`src/hdl/pin_select_params.svh`:
```
// Purpose: Offsets, field positions, reset values for the pin selector
// Assumes: Included by bare name wherever a constant is needed
// Notes: Definitions only
`ifndef PIN_SELECT_PARAMS_SVH
`define PIN_SELECT_PARAMS_SVH
`define PS_PIN_COUNT 8
`define PS_ADDR_WIDTH 16
`define PS_CFG_ADDR 16'hff8f
`define PS_CFG_RESET_CODE 4'h8
`define PS_CODE_MSB 3
`define PS_CODE_ALL_DIGITAL 4'h8
`define PS_CFG_UPPER_ZERO 4'h0
`define PS_PINS_NONE 8'h00
`define PS_PINS_ALL 8'hff
`endif

```
`src/hdl/pin_select_pkg.sv`:
```
// Purpose: Shared types of the analog/digital pin selector
// Assumes: Constants live in pin_select_params.svh
// Notes: Types only
package pin_select_pkg;
   typedef enum logic {ST_IDLE, ST_WAIT} bus_state_t;
   typedef logic [3:0] boundary_code_t;
endpackage

```
`src/hdl/pin_select_if.sv`:
```
// Purpose: Carries the boundary code to the decoder and its mask back
// Assumes: One decoder, one user
// Notes: Mask bit set means the pin is analog
`timescale 1ns/1ns
`include "pin_select_params.svh"
interface pin_select_if;
   pin_select_pkg::boundary_code_t code;
   logic [`PS_PIN_COUNT-1:0] analog_mask;
   modport decoder (input code, output analog_mask);
   modport user (output code, input analog_mask);
endinterface

```
`src/hdl/pin_boundary_decode.sv`:
```
// Purpose: Turns the boundary code into a per-pin analog mask
// Assumes: Code arrives registered from the configuration register
// Notes: Purely combinational
`timescale 1ns/1ns
`include "pin_select_params.svh"
module pin_boundary_decode (
   pin_select_if.decoder sel_if
);
   logic prohibited;

   // Illegal codes fall back to all digital so no pin is left undefined
   assign prohibited = sel_if.code > `PS_CODE_ALL_DIGITAL;

   genvar i;
   generate
      for (i = 0; i < `PS_PIN_COUNT; i++) begin : g_pin
         // Pins below the boundary are digital, the rest analog
         assign sel_if.analog_mask[i] =
            !prohibited && (sel_if.code <= 4'(i));
      end
   endgenerate
endmodule

```
`src/hdl/analog_digital_pin_select.sv`:
```
// Purpose: Pin-function configuration register and shared-pin routing
// Assumes: CPU holds a write while wait is shown; inputs synchronous
// Notes: Wait is registered, so it shows the cycle after the write
// Behaviour
// - Config register at FF8FH, eight bits, upper four read zero.
// - Any reset loads the register with 08H, all pins digital.
// - Both single-bit and whole-byte reads and writes are accepted.
// - The code routes each shared pin to analog or digital path.
// - Code 0 all analog, 1..7 lowest pins digital, 8 all digital.
// - Every write to the register inserts one wait cycle.
// - Segment function overrides the analog/digital code on a pin.
`timescale 1ns/1ns
`include "pin_select_params.svh"
module analog_digital_pin_select (
   input wire logic ref_clk_in,
   input wire logic reset_n_in,
   input wire logic [`PS_ADDR_WIDTH-1:0] cpu_addr_in,
   input wire logic cpu_wr_in,
   input wire logic cpu_rd_in,
   input wire logic cpu_bit_op_in,
   input wire logic [2:0] cpu_bit_sel_in,
   input wire logic [7:0] cpu_wdata_in,
   input wire logic [`PS_PIN_COUNT-1:0] port_two_direction_reg_in,
   input wire logic [`PS_PIN_COUNT-1:0] port_two_segment_function_reg_in,
   input wire logic [2:0] converter_channel_select_in,
   output logic [7:0] cpu_rdata_out,
   output logic cpu_wait_out,
   output logic [`PS_PIN_COUNT-1:0] pin_analog_out,
   output logic [`PS_PIN_COUNT-1:0] pin_digital_out,
   output logic [`PS_PIN_COUNT-1:0] pin_segment_out,
   output logic direction_conflict_out,
   output logic channel_conflict_out
);
   pin_select_pkg::bus_state_t state_ff, nxt_state;
   pin_select_pkg::boundary_code_t code_ff, nxt_code, new_code;
   logic wait_ff, nxt_wait;
   logic [7:0] rdata_ff, nxt_rdata;
   logic [7:0] merged;
   logic cfg_hit, wr_take;
   logic [`PS_PIN_COUNT-1:0] analog_ff, nxt_analog;
   logic [`PS_PIN_COUNT-1:0] digital_ff, nxt_digital;
   logic [`PS_PIN_COUNT-1:0] segment_ff, nxt_segment;
   logic dir_conf_ff, nxt_dir_conf, chan_conf_ff, nxt_chan_conf;

   pin_select_if sel_if ();

   pin_boundary_decode u_decode (
      .sel_if(sel_if)
   );

   assign sel_if.code = code_ff;

   assign cfg_hit = cpu_addr_in == `PS_CFG_ADDR;
   // A held write during the wait cycle must not be taken twice
   assign wr_take = cpu_wr_in && cfg_hit &&
      (state_ff == pin_select_pkg::ST_IDLE);

   // Bit writes merge into the byte image; upper bits stay zero
   always_comb begin
      merged = {`PS_CFG_UPPER_ZERO, code_ff};
      if (cpu_bit_op_in) begin
         merged[cpu_bit_sel_in] = cpu_wdata_in[0];
         new_code = merged[`PS_CODE_MSB:0];
      end else begin
         new_code = cpu_wdata_in[`PS_CODE_MSB:0];
      end
   end

   always_comb begin
      nxt_state = state_ff;
      nxt_code = code_ff;
      nxt_wait = 1'b0;
      unique case (state_ff)
         pin_select_pkg::ST_IDLE: begin
            if (wr_take) begin
               nxt_code = new_code;
               nxt_state = pin_select_pkg::ST_WAIT;
               nxt_wait = 1'b1;
            end
         end
         pin_select_pkg::ST_WAIT: begin
            nxt_state = pin_select_pkg::ST_IDLE;
         end
      endcase
      // Unselected reads return zero so the data bus can be OR-merged
      if (cpu_rd_in && cfg_hit) begin
         nxt_rdata = {`PS_CFG_UPPER_ZERO, code_ff};
      end else begin
         nxt_rdata = `PS_PINS_NONE;
      end
   end

   always_ff @(posedge ref_clk_in or negedge reset_n_in) begin
      if (!reset_n_in) begin
         state_ff <= pin_select_pkg::ST_IDLE;
         code_ff <= `PS_CFG_RESET_CODE;
         wait_ff <= 1'b0;
         rdata_ff <= `PS_PINS_NONE;
      end else begin
         state_ff <= nxt_state;
         code_ff <= nxt_code;
         wait_ff <= nxt_wait;
         rdata_ff <= nxt_rdata;
      end
   end

   // Routing: segment first, then the analog/digital boundary
   always_comb begin
      nxt_segment = port_two_segment_function_reg_in;
      nxt_analog = sel_if.analog_mask &
         ~port_two_segment_function_reg_in;
      nxt_digital = ~sel_if.analog_mask &
         ~port_two_segment_function_reg_in;
      // Flags only report; software keeps these settings right
      nxt_dir_conf = |(nxt_analog & ~port_two_direction_reg_in);
      nxt_chan_conf =
         !sel_if.analog_mask[converter_channel_select_in];
   end

   always_ff @(posedge ref_clk_in or negedge reset_n_in) begin
      if (!reset_n_in) begin
         analog_ff <= `PS_PINS_NONE;
         digital_ff <= `PS_PINS_ALL;
         segment_ff <= `PS_PINS_NONE;
         dir_conf_ff <= 1'b0;
         chan_conf_ff <= 1'b0;
      end else begin
         analog_ff <= nxt_analog;
         digital_ff <= nxt_digital;
         segment_ff <= nxt_segment;
         dir_conf_ff <= nxt_dir_conf;
         chan_conf_ff <= nxt_chan_conf;
      end
   end

   assign cpu_rdata_out = rdata_ff;
   assign cpu_wait_out = wait_ff;
   assign pin_analog_out = analog_ff;
   assign pin_digital_out = digital_ff;
   assign pin_segment_out = segment_ff;
   assign direction_conflict_out = dir_conf_ff;
   assign channel_conflict_out = chan_conf_ff;

   // Independent model of the boundary, read only by assertions
   logic [`PS_PIN_COUNT-1:0] exp_mask;
   assign exp_mask = (code_ff <= `PS_CODE_ALL_DIGITAL) ?
      8'(`PS_PINS_ALL << code_ff) : `PS_PINS_NONE;
   // Flag models, so the flag checks do not reuse the routing logic
   logic exp_dir_conf, exp_chan_conf;
   assign exp_dir_conf = |(exp_mask & ~port_two_segment_function_reg_in &
      ~port_two_direction_reg_in);
   assign exp_chan_conf = !exp_mask[converter_channel_select_in];
endmodule

```
`config.mk`:
```
export PLATFORM = sky130hd
export DESIGN_NAME = analog_digital_pin_select
export DESIGN_NICKNAME = d
export VERILOG_FILES = /design/src/hdl/pin_select_pkg.sv /design/src/hdl/pin_select_if.sv /design/src/hdl/pin_boundary_decode.sv /design/src/hdl/analog_digital_pin_select.sv
export VERILOG_INCLUDE_DIRS = /design/src /design/src/hdl
export SDC_FILE = /design/constraint.sdc
export NUM_CORES = 1
export LEC_CHECK = 0
export BUFFER_PORTS_ARGS = -buffer_cell sky130_fd_sc_hd__clkbuf_2
export CORE_MARGIN = 4
export CORE_UTILIZATION = 25
export DETAILED_ROUTE_END_ITERATION = 10
export PLACE_DENSITY = 0.49
export RECOVER_POWER = 100
export SLEW_MARGIN = 5
export SYNTH_ARGS = -nofsm -noshare
export SYNTH_HDL_FRONTEND = slang
export SYNTH_SLANG_ARGS = --single-unit
```
`constraint.sdc`:
```
create_clock -name ref_clk_in -period 1.7 [get_ports ref_clk_in]
set_input_delay 0.17 -clock ref_clk_in [delete_from_list [all_inputs] [get_ports ref_clk_in]]
set_output_delay 0.17 -clock ref_clk_in [all_outputs]
set_load 0.02 [all_outputs]
```
# After elaboration in Yosys (flattened, before gate mapping)
# Index checks and enable logic that the tools add are counted.
[word_totals] reg_bits=40 wordCells=55
[op_classes] magnitude_cmp=12 n_eq_ne=1 n_mux=10 n_bitwise=7 reduce_logical=16
[op_table] op="bitwise AND 8 bit" n=3
[op_table] op="NOT 8 bit" n=3
[op_table] op="== test 16 bit, second input constant" n=1
[op_table] op="<= comparator 4 x 3 -> 1 bit, second input constant" n=4
[op_table] op="logical AND 1 bit" n=12
[op_table] op="bitwise mux 8 bit" n=1
[op_table] op="<= comparator 4 x 1 -> 1 bit, second input constant" n=2
[op_table] op="<= comparator 4 x 2 -> 1 bit, second input constant" n=2
[op_table] op="less-than comparator 3 x 4 -> 1 bit, second input constant" n=2
[op_table] op="two-way mux 4 bit" n=2
[op_table] op="OR reduction 8 bit" n=1
[op_table] op="> comparator 4 bit, second input constant" n=1
[op_table] op="two-way mux 1 bit" n=4
[op_table] op="binary-select mux 1 bit (select 3 bit)" n=1
[op_table] op="demux 1 bit (select 3 bit)" n=1
[op_table] op=">= comparator 3 x 1 -> 1 bit, second input constant" n=1
[op_table] op="logical NOT 1 bit" n=2
[op_table] op="case mux 1 bit (2 select lines)" n=1
[op_table] op="AND reduction 2 bit" n=1
[op_table] op="NOT 1 bit" n=1

# Logic depth before layout (Yosys ltp)
[logic_depth] ltp_word=6 ltp_mapped=5 mapped_depth_nobuf=4

# Cells and area by module
# A second synthesis with hierarchy kept.
[hier_totals] cells_unflattened=116 area_unflattened_um2=1461.4
[by_module_without_submodules] module="analog_digital_pin_select" instances=1 cells_per_inst=106 area_per_inst_um2=1395.1 seq_area_each_um2=887.1
[by_module_without_submodules] module="pin_boundary_decode" instances=1 cells_per_inst=10 area_per_inst_um2=66.3 seq_area_each_um2=0.0

# Least setup slack after synthesis
# Ideal clock, no wire load.
[synth_timing] kind="register -> register" startpoint="reg code_ff[3]" endpoint="reg dir_conf_ff, in the netlist direction_conflict_out" t_arrival_ns=1.230 setup_slack_ns=0.343 path_stages_with_launch=6 period_less_slack_ns=1.357 path_cell_list="dfstp_2 > clkbuf_1 > a31o_2 > nor3_1 > a221oi_1 > nand2_1"
[synth_via] elab_chain_len=6
[synth_rtl] item="start, declared" line_no="analog_digital_pin_select.sv:35" rtl="pin_select_pkg::boundary_code_t code_ff, nxt_code, new_code;"
[synth_rtl] item="start signal, assigned" line_no="analog_digital_pin_select.sv:96" rtl="code_ff <= `PS_CFG_RESET_CODE;"
[synth_rtl] item="start signal, assigned" line_no="analog_digital_pin_select.sv:101" rtl="code_ff <= nxt_code;"
[synth_rtl] item="> comparator 4 bit (no source line)"
[synth_rtl] item="logical NOT 1 bit" line_no="pin_boundary_decode.sv:19" rtl="!prohibited && (sel_if.code <= 4'(i));"
[synth_rtl] item="logical AND 1 bit" line_no="pin_boundary_decode.sv:19"
[synth_rtl] item="bitwise AND 8 bit *" line_no="analog_digital_pin_select.sv:110" rtl="nxt_analog = sel_if.analog_mask &"
[synth_rtl] item="bitwise AND 8 bit *" line_no="analog_digital_pin_select.sv:115" rtl="nxt_dir_conf = |(nxt_analog & ~port_two_direction_reg_in);"
[synth_rtl] item="OR reduction 8 bit *" line_no="analog_digital_pin_select.sv:115"
[synth_rtl] item="named net nxt_dir_conf" line_no="analog_digital_pin_select.sv:43" rtl="logic dir_conf_ff, nxt_dir_conf, chan_conf_ff, nxt_chan_conf;"
[synth_rtl] item="end signal, assigned" line_no="analog_digital_pin_select.sv:131" rtl="dir_conf_ff <= nxt_dir_conf;"
[synth_rtl] item="end, declared" line_no="analog_digital_pin_select.sv:43"
# Mark *: on every way through the listed nets, which the timed path passes. The rest lies on a longest branch.
# A chain may end at the register's enable or synchronous reset.

# Worst setup path after layout
[layout_timing] startpoint="reg code_ff[1]" endpoint="reg chan_conf_ff, in the netlist channel_conflict_out"
[layout_via] elab_chain_len=6
[layout_rtl] item="> comparator 4 bit (no source line)"
[layout_rtl] item="logical NOT 1 bit" line_no="pin_boundary_decode.sv:19"
[layout_rtl] item="logical AND 1 bit" line_no="pin_boundary_decode.sv:19"
[layout_rtl] item="binary-select mux 1 bit (select 3 bit) *" line_no="analog_digital_pin_select.sv:117" rtl="!sel_if.analog_mask[converter_channel_select_in];"
[layout_rtl] item="two-way mux 1 bit (not written as such) *" line_no="analog_digital_pin_select.sv:117"
[layout_rtl] item="logical NOT 1 bit *" line_no="analog_digital_pin_select.sv:117"
[layout_rtl] item="named net nxt_chan_conf" line_no="analog_digital_pin_select.sv:43"
[layout_rtl] item="end signal, assigned" line_no="analog_digital_pin_select.sv:132" rtl="chan_conf_ff <= nxt_chan_conf;"
[layout_rtl] item="end, declared" line_no="analog_digital_pin_select.sv:43"
# Mark *: on every way through the listed nets, which the timed path passes. The rest lies on a longest branch. The select of a mux whose other input is x is not followed.

==> out/qor.yml <==
status: "complete, no violations"
worstSetupPathType: "flip-flop to flip-flop"
start_util_pct: 26.0
crit_family: "buffers and inverters"
grt_pass1_vias: 1249
worstPathCellList: "clkbuf_1, inv_1, maj3_1, nor2_1, o22a_1"
cts_tree: "yes"
rsz0062_at_grt: "no"
clk_latency_ns: 0.28
endpoint_kind: "flip-flop"
drtPass1Iterations: 4
seqCellArea_sq_um: 887
fmax_mhz: 698
core_area_sq_um: 5540
clockRootBuffer: "clkbuf_8"
wire_per_inst_um: 12.8
slowest_stage: "maj3_1"
cts_resized: 0
leakagePower_uw: 0.000874
worstMarginPinSlew_ns: 0.809
diodes: 0
synth.cell_area_sq_um: 1440
fp.dieH_um: 83.9
htreeDepth: 2
syn_avg_cell_area_sq_um: 12.2
critPathBufInv: 2
num_rows: 27
port_buffers: 77
slew_headroom_pct: 46.0
synth_seq_cells: 35
drt_iter0_markers: 21
finalCriticalPeriod_ns: 1.43
ir_worst_vdd_mv: 0.312
place_hpwl_um: 2760
drc: 0
routabilityCongestion: 0.744
cp.required_ns: 1.92
antenna_found_initial: 0
syn2layout_area_growth_pct: 33.2
slew_viol_final: 0
grt_use_total_pct: 10.5
clkTransAtPathRegs_ns: 0.06
synthDistinctLibCells: 40
die-area_sq_um: 7040
ios: 86
fillCellCount: 613
grt_max_degree: 36
max_stage_delay_ns: 0.37
startpoint_type: "flip-flop"
fin_setup_tns_ns: 0
routed_wl_um: 3530
crit_fanout: 8
hold_violations: 0
clock-sinks: 35
power_density_nw_per_um2: 868
finalCritPeriodShare_pct: 84.3
drive_gt1_share_pct: 32.5
clock_path_buffers: 2
synth-main-ff-cell: "dfrtp_1"
ant_nets: 0
nets: 253
hold_ws_ns: 0.0356
hold_path.class: "primary input to flip-flop"
vias_per_cell: 4.25
finalClockSkew_ns: 0.00274
cts_buffers: 5
grt_pass1_wl_um: 5870
seq_area_frac_synth_pct: 61.5
grt_overflow: 0
async_flop_share_pct: 100
netlist_instances: 118
synth-edff-count: 0
yosys_warnings: 0
multi_input_area_sq_um: 453
die_w_um: 83.9
drv_cap: 0
finalSetupViolCount: 0
vias: 1170
critical_path_arrival_ns: 1.65
metal layers:
layer | share of wire, % | global-route usage (%) | routed length [um] | vias up
li1 | - | - | - | 572
met1 | 44 | 12.7 | 1550 | 535
met2 | 46 | 16.6 | 1630 | 58
met3 | 8.8 | 4.24 | 310 | 5
met4 | 1.2 | 4.39 | 43 | 0
met5 | 0 | 0 | 0 | -
layout make-up:
class	instances	area share, %
inverter	5	0.978
timing repair buffer	83	19.3
sequential	35	46.2
tap	72	4.69
multi-input combinational	72	23.6
clock buffer	8	5.22
metrics by stage:
step                      instance area, sq um  util (%)  setup WS, ns  std cells  total power, uW
after floorplan                           1450         -         0.343        121              954
after global placement                    1910      34.5         0.279        266             1060
after detailed placement                  1910      34.5         0.274        266             1060
after CTS                                 2020      36.5         0.259        275             1710
after global routing                      1920      34.6         0.159        275             1750
final                                     1920      34.6         0.266        275             1670
worst register-to-register path: stages, from the launching register on:
cell	delay, ns
dfrtp_1	0.33
clkbuf_1	0.36
inv_1	0.08
maj3_1	0.37
nor2_1	0.09
o22a_1	0.14
sequential cells by signal, indices dropped and copies added, names as in the netlist:
register                cells
code_ff                     4
channel_conflict_out        1
pin_segment_out             8
state_ff                    1
pin_analog_out              8
pin_digital_out             8
direction_conflict_out      1
cpu_rdata_out               4
cell usage after synthesis, drive strengths merged, types with 2 or more instances:
library cell / n / area [sq um]
nand4: 2 / 18.8
buf: 8 / 50.1
a31oi: 3 / 18.8
nand2b: 2 / 12.5
nor3: 3 / 20.0
dfrtp: 26 / 651
and3: 4 / 30.0
dfstp: 9 / 236
o31ai: 2 / 15.0
o21ai: 5 / 25.0
nor2b: 8 / 50.1
nor2: 12 / 45.0
a21oi: 5 / 25.0
nand3: 2 / 15.0
inv: 5 / 18.8
nand2: 2 / 7.51
nand4b: 2 / 32.5
repair_timing:
| action | 4_1_cts | 5_1_grt |
|---|---|---|
| buffers inserted | 0 | 0 |
| hold buffers | 1 | 0 |
| endpoints found under the hold margin | 26 | 0 |
power breakdown:
part           internal (uW)  total [uW]  switching [uW]
combinational           63.5         167             104
clock                    369         639             269
sequential               855         860            5.38
total                   1290        1670             379
cells in the final DEF, fill, tap and decap left out, types with 2 or more instances in the layout:
cell type and instances:
nand2_1 2, dfrtp_1 26, clkbuf_2 39, a31oi_1 3, dfstp_2 9, o31ai_1 2, and3_2 4, nand4b_1 2
clkbuf_1 43, inv_1 5, o21ai_0 5, conb_1 4, nor2_1 12, nor2b_1 8, nand2b_1 2, nor3_1 3
a21oi_1 5, clkbuf_8 7
cell families after synthesis:
family          Yosys count  share of synthesized area [%]
simple gates             43                           20.4
flops                    35                           61.5
fa+ha+maj                 1                          0.694
other cells               1                          0.260
mux                       1                           1.04
buf+inv                  14                           5.03
compound gates           23                           11.0
worst paths after layout:
check / start / end / slack [ns] / cells past startpoint
max: code_ff[1] / channel_conflict_out / 0.27 / 5
min: port_two_segment_function_reg_in[5] / pin_segment_out[5] / 0.04 / 1
max reg2reg: code_ff[1] / channel_conflict_out / 0.27 / 5
min reg2reg: code_ff[3] / pin_digital_out[4] / 0.59 / 2
max in group asynchronous: reset_n_in / pin_segment_out[3] / 0.60 / 3
min in group asynchronous: reset_n_in / pin_segment_out[0] / 0.59 / 3
No activity file was read; power rests on OpenSTA's default activity.
